$ cat config.mk
export PLATFORM = sky130hd
export DESIGN_NAME = dtm_top
export DESIGN_NICKNAME = d
export VERILOG_FILES = /design/src/dtm_pkg.sv /design/src/dtm_channel.sv /design/src/dtm_top.sv
export SDC_FILE = /design/constraint.sdc
export NUM_CORES = 1
export LEC_CHECK = 0
export BUFFER_PORTS_ARGS = -buffer_cell sky130_fd_sc_hd__buf_2
export CAP_MARGIN = 20
export CORE_UTILIZATION = 43
export DETAILED_ROUTE_END_ITERATION = 10
export GPL_TIMING_DRIVEN = 0
export PLACE_DENSITY = 0.71
export SYNTH_ARGS = -nofsm -noshare
export SYNTH_HDL_FRONTEND = slang
export SYNTH_SLANG_ARGS = --single-unit
export TNS_END_PERCENT = 50
$ cat constraint.sdc
create_clock -name sys_clk -period 2.6 [get_ports sys_clk]
set_clock_uncertainty 0.1 [all_clocks]
set_input_delay 0 -clock sys_clk [delete_from_list [all_inputs] [get_ports sys_clk]]
set_output_delay 0 -clock sys_clk [all_outputs]
set_load 0.05 [all_outputs]
$ cat src/dtm_pkg.sv
// Purpose: Shared constants and types for the dual counter/timer block
// Assumes: 8-bit special-function register port, one 25 MHz clock
// Notes:   Offsets other than timer_control are placed by the team
package dtm_pkg;

    // Register offsets on the special-function register port
    localparam logic [7:0] TIMER_CONTROL_OFF   = 8'h88;
    localparam logic [7:0] TIMER_MODE_OFF      = 8'h89;
    localparam logic [7:0] COUNT_LOW_A_OFF     = 8'h8a;
    localparam logic [7:0] COUNT_LOW_B_OFF     = 8'h8b;
    localparam logic [7:0] COUNT_HIGH_A_OFF    = 8'h8c;
    localparam logic [7:0] COUNT_HIGH_B_OFF    = 8'h8d;
    localparam logic [7:0] CLOCK_SCALE_OFF     = 8'h8e;
    localparam logic [7:0] IRQ_ENABLE_OFF      = 8'ha8;
    localparam logic [7:0] EXT_IRQ_PIN_CFG_OFF = 8'he4;

    // Value of every register after reset
    localparam logic [7:0] REG_RESET = 8'h00;

    // timer_control: run bit and overflow flag of timer A, timer B two above
    localparam int TCTL_RUN_A    = 4;
    localparam int TCTL_FLAG_A   = 5;
    localparam int TCTL_STRIDE   = 2;
    // timer_mode_reg: one nibble per timer, timer B in the upper nibble
    localparam int MODE_SEL_LSB  = 0;
    localparam int MODE_CTS      = 2;
    localparam int MODE_GATE     = 3;
    localparam int MODE_STRIDE   = 4;
    // clock_scale_control: scale field and one system clock select per timer
    localparam int CKS_SCALE_LSB = 0;
    localparam int CKS_SYS_A     = 2;
    // irq_enable_reg and ext_irq_pin_config bit positions
    localparam int IEN_A         = 1;
    localparam int IEN_STRIDE    = 2;
    localparam int POL_A         = 3;
    localparam int POL_STRIDE    = 4;

    // Scaled clock divisors, selected by the clock scale field
    localparam logic [5:0] DIV_SCALE0 = 6'd12;
    localparam logic [5:0] DIV_SCALE1 = 6'd4;
    localparam logic [5:0] DIV_SCALE2 = 6'd48;
    localparam logic [5:0] DIV_SCALE3 = 6'd8;

    // Operating modes from the mode select bits
    typedef enum logic [1:0] {
        DTM_MODE13 = 2'b00,
        DTM_MODE16 = 2'b01,
        DTM_MODE8R = 2'b10,
        DTM_HALT   = 2'b11
    } dtm_mode_t;

endpackage : dtm_pkg

$ cat src/dtm_channel.sv
// Purpose: One counter/timer channel: count register, stepping, overflow
// Assumes: Step qualification is done by the caller
// Notes:   Byte writes override the stepped value in the same cycle
`timescale 1ns/1ps
`default_nettype none
module dtm_channel
    import dtm_pkg::*;
(
    input  wire logic              sys_clk,
    input  wire logic              rst,
    input  wire dtm_pkg::dtm_mode_t mode,
    input  wire logic              step,
    input  wire logic              wr_low,
    input  wire logic              wr_high,
    input  wire logic [7:0]        wdata,
    output logic      [15:0]       count_q,
    output logic                   ovf
);
    logic [15:0] count_d;
    logic [12:0] inc13;

    // Next count per mode, then software byte writes on top
    always_comb begin
        count_d = count_q;
        ovf     = 1'b0;
        inc13   = {count_q[15:8], count_q[4:0]} + 13'h1;
        if (step) begin
            case (mode)
                DTM_MODE13: begin
                    // Upper three low-byte bits are left as they are
                    count_d = {inc13[12:5], count_q[7:5], inc13[4:0]};
                    ovf     = &{count_q[15:8], count_q[4:0]};
                end
                DTM_MODE16: begin
                    count_d = count_q + 16'h1;
                    ovf     = &count_q;
                end
                DTM_MODE8R: begin
                    // Low byte reloads from the high byte on wrap
                    ovf = &count_q[7:0];
                    count_d[7:0] = ovf ? count_q[15:8] : count_q[7:0] + 8'h1;
                end
                default: begin
                    count_d = count_q;
                end
            endcase
        end
        // Write wins over the step for the byte written
        if (wr_low) begin
            count_d[7:0] = wdata;
        end
        if (wr_high) begin
            count_d[15:8] = wdata;
        end
    end

    // Count register, never cleared by the run bit
    always_ff @(posedge sys_clk or posedge rst) begin
        if (rst) begin
            count_q <= 16'h0000;
        end else begin
            count_q <= count_d;
        end
    end

endmodule : dtm_channel
`default_nettype wire

$ cat src/dtm_top.sv
// Purpose: Dual counter/timer with register port, pin counting and gating
// Assumes: Pins are asynchronous; isr_ack pulses come from the interrupt logic
// Notes:   All three counting modes are fully featured; mode 3 holds the count
`timescale 1ns/1ps
`default_nettype none

// Notes on behaviour
// - Each timer count is 16 bits, seen as separate low and high bytes.
// - Two mode select bits per timer in timer_mode_reg pick one of four modes.
// - Timers A and B keep separate mode, system clock select and gating settings; the scale field is shared.
// - 13-bit mode: high byte holds top eight bits, low bits 4..0 the rest.
// - Rolling from all ones to zero sets the timer's overflow flag.
// - Overflow flag raises an interrupt only with its enable bit set.
// - Counter select 1: count falling edges on the count pin.
// - Counter select 0 with system clock select 1: count every clock.
// - Both selects 0: count on the scaled clock chosen by the scale field.
// - Count only when run is 1 and gate is 0 or ext input active.
// - Ext input activity follows its polarity bit in ext_irq_pin_config.
// - Timer A run bit is timer_control bit 4.
// - Setting run never clears or reloads the count.
// - Timer B mirrors timer A with its own bits and second ext input.
// - Overflow flag clears by software or when its service routine is entered.
module dtm_top
    import dtm_pkg::*;
(
    input  wire logic       sys_clk,
    input  wire logic       rst,
    input  wire logic [7:0] sfr_addr,
    input  wire logic       sfr_wr,
    input  wire logic       sfr_rd,
    input  wire logic [7:0] sfr_wdata,
    output logic      [7:0] sfr_rdata_q,
    input  wire logic       count_pin_a,
    input  wire logic       count_pin_b,
    input  wire logic       ext_irq_input_a,
    input  wire logic       ext_irq_input_b,
    input  wire logic       isr_ack_a,
    input  wire logic       isr_ack_b,
    output logic            irq_req_a_q,
    output logic            irq_req_b_q
);
    import dtm_pkg::*;

    logic [7:0]  ctrl_q;
    logic [7:0]  mode_q;
    logic [7:0]  scale_q;
    logic [7:0]  ien_q;
    logic [7:0]  pincfg_q;
    logic [1:0]  pin_s1_q;
    logic [1:0]  pin_s2_q;
    logic [1:0]  pin_s3_q;
    logic [1:0]  ext_s1_q;
    logic [1:0]  ext_s2_q;
    logic [5:0]  scale_cnt_q;
    logic        scale_tick_q;
    logic [1:0]  irq_q;
    logic [1:0]  fall;
    logic [1:0]  ext_act;
    logic [1:0]  run_en;
    logic [1:0]  tick;
    logic [1:0]  step;
    logic [1:0]  ovf;
    logic [1:0]  ack;
    logic [1:0]  wr_low;
    logic [1:0]  wr_high;
    logic [15:0] count_w [2];
    logic [7:0]  rd_mux;

    // Write strobe decode, used for every register
    function automatic logic wr_hit(input logic [7:0] addr, input logic wr,
                                    input logic [7:0] off);
        wr_hit = wr && (addr == off);
    endfunction : wr_hit

    // 13-bit view of a count register
    function automatic logic [12:0] c13(input logic [15:0] c);
        c13 = {c[15:8], c[4:0]};
    endfunction : c13

    // Divisor for the scaled clock
    function automatic logic [5:0] scale_div(input logic [1:0] sel);
        case (sel)
            2'b00:   scale_div = DIV_SCALE0;
            2'b01:   scale_div = DIV_SCALE1;
            2'b10:   scale_div = DIV_SCALE2;
            default: scale_div = DIV_SCALE3;
        endcase
    endfunction : scale_div

    assign ack     = {isr_ack_b, isr_ack_a};
    assign wr_low  = {wr_hit(sfr_addr, sfr_wr, COUNT_LOW_B_OFF),
                      wr_hit(sfr_addr, sfr_wr, COUNT_LOW_A_OFF)};
    assign wr_high = {wr_hit(sfr_addr, sfr_wr, COUNT_HIGH_B_OFF),
                      wr_hit(sfr_addr, sfr_wr, COUNT_HIGH_A_OFF)};

    // Configuration registers, separate per timer by field except the shared scale field
    always_ff @(posedge sys_clk or posedge rst) begin
        if (rst) begin
            mode_q   <= REG_RESET;
            scale_q  <= REG_RESET;
            ien_q    <= REG_RESET;
            pincfg_q <= REG_RESET;
        end else begin
            if (wr_hit(sfr_addr, sfr_wr, TIMER_MODE_OFF)) begin
                mode_q <= sfr_wdata;
            end
            if (wr_hit(sfr_addr, sfr_wr, CLOCK_SCALE_OFF)) begin
                scale_q <= sfr_wdata;
            end
            if (wr_hit(sfr_addr, sfr_wr, IRQ_ENABLE_OFF)) begin
                ien_q <= sfr_wdata;
            end
            if (wr_hit(sfr_addr, sfr_wr, EXT_IRQ_PIN_CFG_OFF)) begin
                pincfg_q <= sfr_wdata;
            end
        end
    end

    // timer_control; a hardware overflow beats any clear in the same cycle
    always_ff @(posedge sys_clk or posedge rst) begin
        if (rst) begin
            ctrl_q <= REG_RESET;
        end else begin
            if (wr_hit(sfr_addr, sfr_wr, TIMER_CONTROL_OFF)) begin
                ctrl_q <= sfr_wdata;
            end
            for (int i = 0; i < 2; i++) begin
                if (ovf[i]) begin
                    ctrl_q[TCTL_FLAG_A + TCTL_STRIDE*i] <= 1'b1;
                end else if (ack[i]) begin
                    ctrl_q[TCTL_FLAG_A + TCTL_STRIDE*i] <= 1'b0;
                end
            end
        end
    end

    // Two-stage pin synchronisers; third stage only for the edge detector
    always_ff @(posedge sys_clk or posedge rst) begin
        if (rst) begin
            pin_s1_q <= 2'b11;
            pin_s2_q <= 2'b11;
            pin_s3_q <= 2'b11;
            ext_s1_q <= 2'b00;
            ext_s2_q <= 2'b00;
        end else begin
            pin_s1_q <= {count_pin_b, count_pin_a};
            pin_s2_q <= pin_s1_q;
            pin_s3_q <= pin_s2_q;
            ext_s1_q <= {ext_irq_input_b, ext_irq_input_a};
            ext_s2_q <= ext_s1_q;
        end
    end

    // Shared scaled-clock enable; a scale change takes effect on next reload
    always_ff @(posedge sys_clk or posedge rst) begin
        if (rst) begin
            scale_cnt_q  <= 6'h00;
            scale_tick_q <= 1'b0;
        end else if (scale_cnt_q == 6'h00) begin
            scale_cnt_q  <= scale_div(scale_q[CKS_SCALE_LSB +: 2]) - 6'h1;
            scale_tick_q <= 1'b1;
        end else begin
            scale_cnt_q  <= scale_cnt_q - 6'h1;
            scale_tick_q <= 1'b0;
        end
    end

    // Per-timer qualification and channel; B is a copy of A
    for (genvar i = 0; i < 2; i++) begin : g_tmr
        localparam int RB = TCTL_RUN_A + TCTL_STRIDE*i;
        localparam int FB = TCTL_FLAG_A + TCTL_STRIDE*i;
        localparam int MB = MODE_STRIDE*i;
        localparam int EB = IEN_A + IEN_STRIDE*i;
        localparam int PB = POL_A + POL_STRIDE*i;

        assign fall[i]    = pin_s3_q[i] & ~pin_s2_q[i];
        assign ext_act[i] = pincfg_q[PB] ? ext_s2_q[i] : ~ext_s2_q[i];
        assign run_en[i]  = ctrl_q[RB] & (~mode_q[MB+MODE_GATE] | ext_act[i]);
        // Source select: pin edge, every clock, or scaled clock
        assign tick[i]    = mode_q[MB+MODE_CTS] ? fall[i] :
                            (scale_q[CKS_SYS_A+i] ? 1'b1 : scale_tick_q);
        assign step[i]    = run_en[i] & tick[i];

        dtm_channel u_chan (
            .sys_clk (sys_clk),
            .rst     (rst),
            .mode    (dtm_mode_t'(mode_q[MB+MODE_SEL_LSB +: 2])),
            .step    (step[i]),
            .wr_low  (wr_low[i]),
            .wr_high (wr_high[i]),
            .wdata   (sfr_wdata),
            .count_q (count_w[i]),
            .ovf     (ovf[i])
        );

        // Interrupt request only while enabled
        always_ff @(posedge sys_clk or posedge rst) begin
            if (rst) begin
                irq_q[i] <= 1'b0;
            end else begin
                irq_q[i] <= ctrl_q[FB] & ien_q[EB];
            end
        end
    end

    assign irq_req_a_q = irq_q[0];
    assign irq_req_b_q = irq_q[1];

    // Read mux; unmapped offsets read zero
    always_comb begin
        case (sfr_addr)
            TIMER_CONTROL_OFF:   rd_mux = ctrl_q;
            TIMER_MODE_OFF:      rd_mux = mode_q;
            COUNT_LOW_A_OFF:     rd_mux = count_w[0][7:0];
            COUNT_LOW_B_OFF:     rd_mux = count_w[1][7:0];
            COUNT_HIGH_A_OFF:    rd_mux = count_w[0][15:8];
            COUNT_HIGH_B_OFF:    rd_mux = count_w[1][15:8];
            CLOCK_SCALE_OFF:     rd_mux = scale_q;
            IRQ_ENABLE_OFF:      rd_mux = ien_q;
            EXT_IRQ_PIN_CFG_OFF: rd_mux = pincfg_q;
            default:             rd_mux = 8'h00;
        endcase
    end

    // Read data registered one cycle after the read strobe
    always_ff @(posedge sys_clk or posedge rst) begin
        if (rst) begin
            sfr_rdata_q <= 8'h00;
        end else if (sfr_rd) begin
            sfr_rdata_q <= rd_mux;
        end
    end

    // Checks on timer A, plus one gate check on timer B
    logic wr_a;
    logic m13_a;
    logic en_a;
    assign wr_a  = wr_low[0] | wr_high[0];
    assign m13_a = (mode_q[MODE_SEL_LSB +: 2] == DTM_MODE13);
    assign en_a  = ctrl_q[TCTL_RUN_A] & ~mode_q[MODE_GATE];

    flag_set_a: assert property (
        @(posedge sys_clk) disable iff (rst)
        ovf[0] |=> ctrl_q[TCTL_FLAG_A]) else $error("overflow did not set flag");
    irq_gate_a: assert property (
        @(posedge sys_clk) disable iff (rst)
        irq_req_a_q |-> $past(ien_q[IEN_A]) && $past(ctrl_q[TCTL_FLAG_A]))
        else $error("interrupt without enable and flag");
    hold_idle_a: assert property (
        @(posedge sys_clk) disable iff (rst)
        !ctrl_q[TCTL_RUN_A] && !wr_a |=> $stable(count_w[0]))
        else $error("count moved while stopped");
    run_noreset_a: assert property (
        @(posedge sys_clk) disable iff (rst)
        $rose(ctrl_q[TCTL_RUN_A]) && !$past(wr_a) |-> count_w[0] == $past(count_w[0]))
        else $error("run bit altered count");
    pin_count_a: assert property (
        @(posedge sys_clk) disable iff (rst)
        en_a && mode_q[MODE_CTS] && fall[0] && m13_a && !wr_a
        |=> c13(count_w[0]) == $past(c13(count_w[0])) + 13'h1)
        else $error("pin edge not counted");
    sysclk_count_a: assert property (
        @(posedge sys_clk) disable iff (rst)
        en_a && !mode_q[MODE_CTS] && scale_q[CKS_SYS_A] && m13_a && !wr_a
        |=> c13(count_w[0]) == $past(c13(count_w[0])) + 13'h1)
        else $error("system clock not counted");
    scale_hold_a: assert property (
        @(posedge sys_clk) disable iff (rst)
        !mode_q[MODE_CTS] && !scale_q[CKS_SYS_A] && !scale_tick_q && !wr_a
        |=> $stable(count_w[0])) else $error("counted without scaled tick");
    byte_write_a: assert property (
        @(posedge sys_clk) disable iff (rst)
        wr_high[0] |=> count_w[0][15:8] == $past(sfr_wdata))
        else $error("high byte write lost");
    isr_clear_a: assert property (
        @(posedge sys_clk) disable iff (rst)
        isr_ack_a && !ovf[0] |=> !ctrl_q[TCTL_FLAG_A]) else $error("ack kept flag");
    wrap_zero_a: assert property (
        @(posedge sys_clk) disable iff (rst)
        ovf[0] && m13_a && !wr_a |=> c13(count_w[0]) == 13'h0000)
        else $error("13-bit wrap not to zero");

    // A closed gate holds the count on either timer, whatever the source
    gate_hold_a: assert property (
        @(posedge sys_clk) disable iff (rst)
        mode_q[MODE_GATE] && !ext_act[0] && !wr_a |=> $stable(count_w[0]))
        else $error("count moved with gate closed");
    gate_b_hold_a: assert property (
        @(posedge sys_clk) disable iff (rst)
        mode_q[MODE_STRIDE+MODE_GATE] && !ext_act[1] && !wr_low[1] && !wr_high[1]
        |=> $stable(count_w[1])) else $error("timer B counted with gate closed");

    ovf_seen_c: cover property (@(posedge sys_clk) disable iff (rst) ovf[0]);
    irq_seen_c: cover property (@(posedge sys_clk) disable iff (rst) irq_req_a_q);
    pin_step_c: cover property (@(posedge sys_clk) disable iff (rst) fall[0] && step[0]);
    gated_c:    cover property (@(posedge sys_clk) disable iff (rst)
                    mode_q[MODE_GATE] && ext_act[0] && step[0]);

endmodule : dtm_top
`default_nettype wire

==> key figures, run 1 <==
Status
  – Status: complete, no violations

Yosys
  – Post-synth top area cell: dfrtp_1
  – Synthesized flop and latch total: 99
  – Adder-cell share of the synthesized area: 3.20%
  – Share of the synthesized area in the top cell type: 39.6%
  – YS warnings: 0
  – Largest family of logic cells by synthesized area: compound AO/OA/AOI/OAI gates
  – Syn Area/Cell: 9.87 um2
  – Register area share after synthesis: 42.3%
  – Post-synth EDFFs: 0
  – Synth area leaders: dfrtp_1 40%, mux2_2 8.6%, ha_1 3.2%, xor2_1 3.1%, o21ai_0 3.0%
  – Top-count cell post-synth: dfrtp_1
  – Synth Cell Area: 5870 um2
  – Yosys cell types: 70
  – Mux cell area share after synthesis: 10.8%
  – Post-synthesis compound-gate area fraction: 18.9%
  – Top cells by count, synth: 93 x dfrtp_1, 45 x mux2_2, 44 x nand2_1, 35 x o21ai_0
  – Simple-Gate Fraction of Synth Area: 16.7%
  – Share of synthesized registers carrying an async set or reset: 100%
  – Gate Count Post-Synth: 595
  – Top_reg_cell synth: dfrtp_1
  – Syn_nets: 636
  – XOR/XNOR Fraction of Synth Area: 3.58%

Power and ir drop
  – Peak supply drop: 0.562 mV
  – Leakage Power: 2.81 nW
  – Power Dens Cells: 593 nW/um2

Clocking
  – Clock H-tree levels: 3
  – CTS tree: done
  – Worst-Skew Late Latency: 350 ps
  – Max Root-Sink Buffers: 2
  – Clock sinks: 99
  – Total CTS buffers: 9
  – Clk slew on worst S/H paths: 70 ps
  – Root Buffer: clkbuf_16

Global routing
  – Number of global-route vias before repair: 4874
  – Initial antenna violation count: 0
  – Maximum number of pins on one net before global-route repair: 43
  – First-pass GRT wire length: 26800 um
  – Gr usage total: 24.8%
  – Global route total overflow: 0

Cells and area
  – Share of cells above drive strength 1: 19.4%
  – FF/Latch Area: 2480 um2
  – Fin area: 6730 um2
  – Fin cells: 826
  – Fill count: 1188
  – Layout Area Growth over Synthesis: 14.6%
  – Footprint of the multi-input gates: 3120 um2
  – Nets: 686
  – Antenna Cells: 0

Place
  – Dpl hpwl: 12000 um
  – I/O Buffers: 26
  – Dpl ws: 277 ps
  – Placed cell area: 6270 um2
  – Routability cong.: 0.897
  – DP Cell Count: 799

Hold path
  – Worst min path class: in -> reg

Setup path
  – Worst path max stage delay: 610 ps
  – WP data arrival: 2540 ps
  – Crit-path slowest cell: o32ai_1
  – Max FO, Critical Path: 7
  – Top delay family on crit path: compound AO/OA/AOI/OAI gates
  – CP Class: reg -> reg
  – Reg2reg setup slack: 240 ps
  – WP data required: 2780 ps
  – Buf+Inv Stages, Crit Path: 1
  – Reg2reg path depth: 7
  – RR Endpoint: g_tmr[1].u_chan.count_q[15]$_DFFE_PP0P_
  – CP Capture Type: register
  – CP endpoint: g_tmr[1].u_chan.count_q[15]$_DFFE_PP0P_
  – CP Cell Sequence: inv_1 -> ha_1 -> nand4_1 -> o32ai_1 -> nand4_1 -> xor2_1 -> o21ai_0
  – CP Depth: 7
  – FF-to-FF Start: mode_q[5]$_DFFE_PP0P_
  – Worst setup startpoint: mode_q[5]$_DFFE_PP0P_
  – Setup crit start kind: register
  – Cell mode on critical path: nand4_1

Detailed routing
  – Vias per cell: 6.18
  – DR WL/cell: 20.3 um
  – TritonRoute pass-1 iters: 6
  – DRC: 0
  – Remaining antenna violation count after routing: 0
  – Via count: 5107
  – Aggregate routed wire length: 16800 um
  – Drt initial violations: 483

STA
  – Fmax: 424 MHz
  – Worst Setup Slack, final: 240 ps
  – Final min period: 2360 ps
  – Max Slew Vio Count: 0
  – Least-Margin Pin Slew: 877 ps
  – Sum of negative setup slack: 0 ps
  – Final hold violations: 0
  – Setup-failing EPs final: 0
  – RSZ-0062 raised after global routing: false
  – Final clock period utilization by the worst path: 90.8%
  – Rel. slew slack: 41.4%

Floorplan
  – Die area: 14100 um2
  – Die Y: 119 um
  – Row count: 42
  – I/O pins: 36
  – Core footprint: 13300 um2
  – Initial Utilization: 44.2%
  – Die width: 119 um

Job
  – Max-cap check violation count: 0
[worst register-to-register path: cells and delay by family, from the launching register on]
kind,cells,cell delay (ps)
buffers and inverters,1,110
and+or+nand+nor,2,400
DFF,1,440
xor gates and xnor gates,1,180
adders and majority gates,1,310
AOI/OAI and AO/OA,2,750
[state kept, by name, summed over array words and instances (netlist names)]
register,cells
pin_s1_q,2
ext_s1_q,2
irq_req_a_q,1
pin_s2_q,2
scale_tick_q,1
irq_req_b_q,1
ien_q,8
scale_cnt_q,6
pincfg_q,8
scale_q,8
ctrl_q,8
g_tmr.u_chan.count_q,32
ext_s2_q,2
pin_s3_q,2
sfr_rdata_q,8
mode_q,8
[metal layers]
metal	share of wire, %	vias to the layer above	track usage [%]	wire [um]
met5	0	-	0	0
met4	3.2	0	9.10	539
met3	7.5	40	5.32	1260
met2	47	257	39.7	7830
met1	43	2511	33.0	7130
li1	-	2299	-	-
[logic make-up after synthesis]
logic type	after synthesis
adders and majority gates	15
xor gates and xnor gates	24
and+or+nand+nor	179
buffers and inverters	65
DFF	99
muxes	55
AOI/OAI and AO/OA	158
[final cells by class]
type,count,share of cell area (%)
Timing Repair Buffer,39,4.28
Clock buffer,9,3.35
Multi-Input combinational cell,431,46.4
Buffer,33,2.14
Inverter,32,1.84
Clock inverter,7,1.82
Sequential cell,99,36.9
Tap cell,176,3.27
[power breakdown]
group | internal (mW) | total [mW] | switching [mW]
Combinational | 0.248 | 0.609 | 0.361
Sequential | 1.67 | 1.83 | 0.156
Clock | 0.947 | 1.56 | 0.610
[metrics by stage]
| stage | utilization [%] | power (mW) | hold WS, ps |
|---|---|---|---|
| after detailed placement | 47.2 | 2.43 | 7.20 |
| after global placement | 46.8 | 2.40 | 6.70 |
| after global routing | 50.6 | 4.17 | 34.9 |
| final | 50.6 | 3.99 | 7.33 |
| after CTS | 50.6 | 4.00 | 6.90 |
| after floorplan | - | 2.23 | -95.5 |
[layout by cell type (no fill, tap or decap), drive strengths merged, types with 14 or more instances in the layout]
cell type	count
dfrtp	93
mux2	45
nand2	44
buf	43
o21ai	35
nor2	33
inv	33
a21oi	27
clkbuf	27
xor2	21
nor3	16
ha	15
nand4	14
[repair_timing]
action,in CTS,in global routing
buffers inserted,0,0
endpoints found under the hold margin,51,0
gates resized for setup,0,0
hold buffers,11,0
[worst min path at each step]
stage | from | cells past startpoint | end
after floorplan | count_pin_a | 0 | pin_s1_q[0]$_DFF_PP1_
after global placement | count_pin_b | 1 | pin_s1_q[1]$_DFF_PP1_
after detailed placement | count_pin_a | 1 | pin_s1_q[0]$_DFF_PP1_
after CTS | sfr_wdata[7] | 3 | g_tmr[1].u_chan.count_q[15]$_DFFE_PP0P_
after global routing | sfr_wdata[7] | 3 | g_tmr[0].u_chan.count_q[7]$_DFFE_PP0P_
final | sfr_wdata[7] | 3 | g_tmr[1].u_chan.count_q[15]$_DFFE_PP0P_
No activity file was read; power rests on OpenSTA's default activity.
==> run 2, diff against run 1 <==
BUFFER_PORTS_ARGS = -buffer_cell sky130_fd_sc_hd__buf_4   (was -buffer_cell sky130_fd_sc_hd__buf_2)
==> key figures, run 2 (synthesized netlist as in run 1, its figures left out) <==
Place
  – Dpl hpwl: 12100 um (was 12000 um)
  – Dpl ws: 294 ps (was 277 ps)
  – I/O Buffers: 26 (unchanged)
  – Routability cong.: 0.884 (was 0.897)

Power and ir drop
  – Logic pwr share: 15.6% (was 15.2%)
  – Clock power frac: 37.6% (was 39.0%)
  – Power Dens Cells: 577 nW/um2 (was 593 nW/um2)
  – Internal power: 2.72 mW (was 2.87 mW)
  – Sw Share: 30.3% (was 28.2%)
  – Psw: 1.18 mW (was 1.13 mW)
  – Seq pwr share: 46.7% (was 45.8%)
  – Peak supply drop: 0.468 mV (was 0.562 mV)
  – Leakage Power: 2.81 nW (about the same)

Clocking
  – Max Root-Sink Buffers: 2 (unchanged)
  – Clock H-tree levels: 3 (unchanged)
  – Clk slew on worst S/H paths: 80 ps (was 70 ps)
  – CTS tree: done (unchanged)
  – Resize count post-CTS: 0 (unchanged)
  – Root Buffer: clkbuf_16 (unchanged)
  – Total setup buffers inserted after CTS: 0 (unchanged)
  – Clock sinks: 99 (unchanged)
  – Total CTS buffers: 9 (unchanged)
  – Worst-Skew Late Latency: 370 ps (was 350 ps)

STA
  – Worst Setup Slack, final: 227 ps (was 240 ps)
  – Sum of negative setup slack: 0 ps (unchanged)
  – RSZ-0062 raised after global routing: false (unchanged)
  – Rel. slew slack: 47.0% (was 41.4%)
  – Least-Margin Pin Slew: 774 ps (was 877 ps)
  – Max Slew Vio Count: 0 (unchanged)
  – Fmax: 421 MHz (was 424 MHz)
  – Setup-failing EPs final: 0 (unchanged)
  – Final hold violations: 0 (unchanged)
  – Final clock period utilization by the worst path: 91.3% (was 90.8%)
  – Worst hold slack: 18.1 ps (was 7.33 ps)
  – Final min period: 2370 ps (was 2360 ps)

Cells and area
  – Share of cells above drive strength 1: 19.4% (unchanged)
  – Most flop-heavy register: g_tmr.u_chan.count_q (unchanged)
  – Number of flip-flops in the largest register: 32 (unchanged)
  – Most common cell after layout, fill and taps aside: dfrtp_1 (unchanged)
  – Antenna Cells: 0 (unchanged)
  – Layout Area Growth over Synthesis: 15.1% (was 14.6%)
  – Nets: 686 (unchanged)
  – Most frequent cells in the layout: 93 x dfrtp_1, 45 x mux2_2, 44 x nand2_1 (unchanged)

Detailed routing
  – DR WL/cell: 20.6 um (was 20.3 um)
  – Via count: 5150 (was 5107)
  – DRC: 0 (unchanged)
  – Remaining antenna violation count after routing: 0 (unchanged)
  – Vias per cell: 6.23 (was 6.18)
  – Drt initial violations: 653 (was 483)
  – Aggregate routed wire length: 17000 um (was 16800 um)
  – TritonRoute pass-1 iters: 5 (was 6)

Hold path
  – Worst min path class: in -> reg (unchanged)
  – Hold wc startpoint: sfr_addr[5] (was sfr_wdata[7])

Setup path
  – Max FO, Critical Path: 10 (was 7)
  – CP endpoint: g_tmr[0].u_chan.count_q[2]$_DFFE_PP0P_ (was g_tmr[1].u_chan.count_q[15]$_DFFE_PP0P_)
  – CP Class: reg -> reg (unchanged)
  – Setup crit start kind: register (unchanged)
  – CP Capture Type: register (unchanged)
  – WP data required: 2790 ps (was 2780 ps)
  – Reg2reg setup slack: 230 ps (was 240 ps)
  – FF-to-FF Start: pincfg_q[3]$_DFFE_PP0P_ (was mode_q[5]$_DFFE_PP0P_)
  – RR Endpoint: g_tmr[0].u_chan.count_q[2]$_DFFE_PP0P_ (was g_tmr[1].u_chan.count_q[15]$_DFFE_PP0P_)
  – WP data arrival: 2560 ps (was 2540 ps)
  – Reg2reg path depth: 6 (was 7)
  – Worst setup startpoint: pincfg_q[3]$_DFFE_PP0P_ (was mode_q[5]$_DFFE_PP0P_)

Global routing
  – Global route total overflow: 0 (unchanged)
  – First-pass GRT wire length: 27600 um (was 26800 um)
  – Maximum number of pins on one net before global-route repair: 45 (was 43)
  – Gr usage total: 25.4% (was 24.8%)
  – Initial antenna violation count: 0 (unchanged)
  – Number of global-route vias before repair: 5116 (was 4874)

Floorplan
  – Core footprint: 13300 um2 (unchanged)
  – Die area: 14100 um2 (unchanged)
  – Row count: 42 (unchanged)
  – Die Y: 119 um (unchanged)
  – I/O pins: 36 (unchanged)
  – Initial Utilization: 44.2% (unchanged)
  – Die width: 119 um (unchanged)

Job
  – Max-cap check violation count: 0 (unchanged)

Status
  – Status: complete, no violations (unchanged)
[run 2: power groups by stage]
stage	clock network (mW)	registers, mW	logic (mW)
after floorplan	0	1.79	0.436
after global placement	0	1.84	0.563
after detailed placement	0	1.85	0.587
after CTS	1.48	1.82	0.604
after global routing	1.53	1.84	0.676
final	1.47	1.82	0.611
[run 2: worst min path at each step]
stage	endpoint	cells after the start	slack, ps
after CTS	sfr_rdata_q[0]$_DFFE_PP0P_	2	2
final	sfr_rdata_q[5]$_DFFE_PP0P_	4	20
after global placement	ext_s1_q[1]$_DFF_PP0_	1	9
after floorplan	pin_s1_q[0]$_DFF_PP1_	0	-100
after global routing	sfr_rdata_q[0]$_DFFE_PP0P_	2	40
after detailed placement	pin_s1_q[1]$_DFF_PP1_	1	9
[run 2: final cells by class]
class                   instances  area (um2)
plain buffers                  33         144
fillers                      1176        6540
multi-input cells             431        3120
inverters                      32         124
clock buffers                  10         239
well taps                     176         220
flip-flops and latches         99        2480
repair buffers                 39         345
clock inverters                 6        78.8
[run 2: what timing repair did]
action                     4_1_cts  5_1_grt
setup endpoints to repair        0        0
hold buffers                    11        0
hold endpoints to repair        49        0
[run 2: routing by layer]
layer / wire length [um] / track usage [%]
met4: 609 / 10.2
met5: 0 / 0
met2: 8040 / 41.0
met1: 7090 / 33.0
met3: 1230 / 5.75
[run 2: worst max-delay path, cell delays in order (launching register included)]
cell,delay [ps]
dfrtp_1,430
xor2_1,190
a221oi_1,560
clkbuf_1,390
o21a_1,280
o211ai_1,140
o22ai_1,200
[run 2: stage by stage]
step	power [mW]	util [%]	area [um2]	instances
CTS	3.91	50.8	6760	826
global route	4.05	50.8	6760	826
global placement	2.40	47.3	6290	797
finish	3.90	50.8	6760	826
floorplan	2.23	-	5880	595
detailed placement	2.43	47.6	6330	799
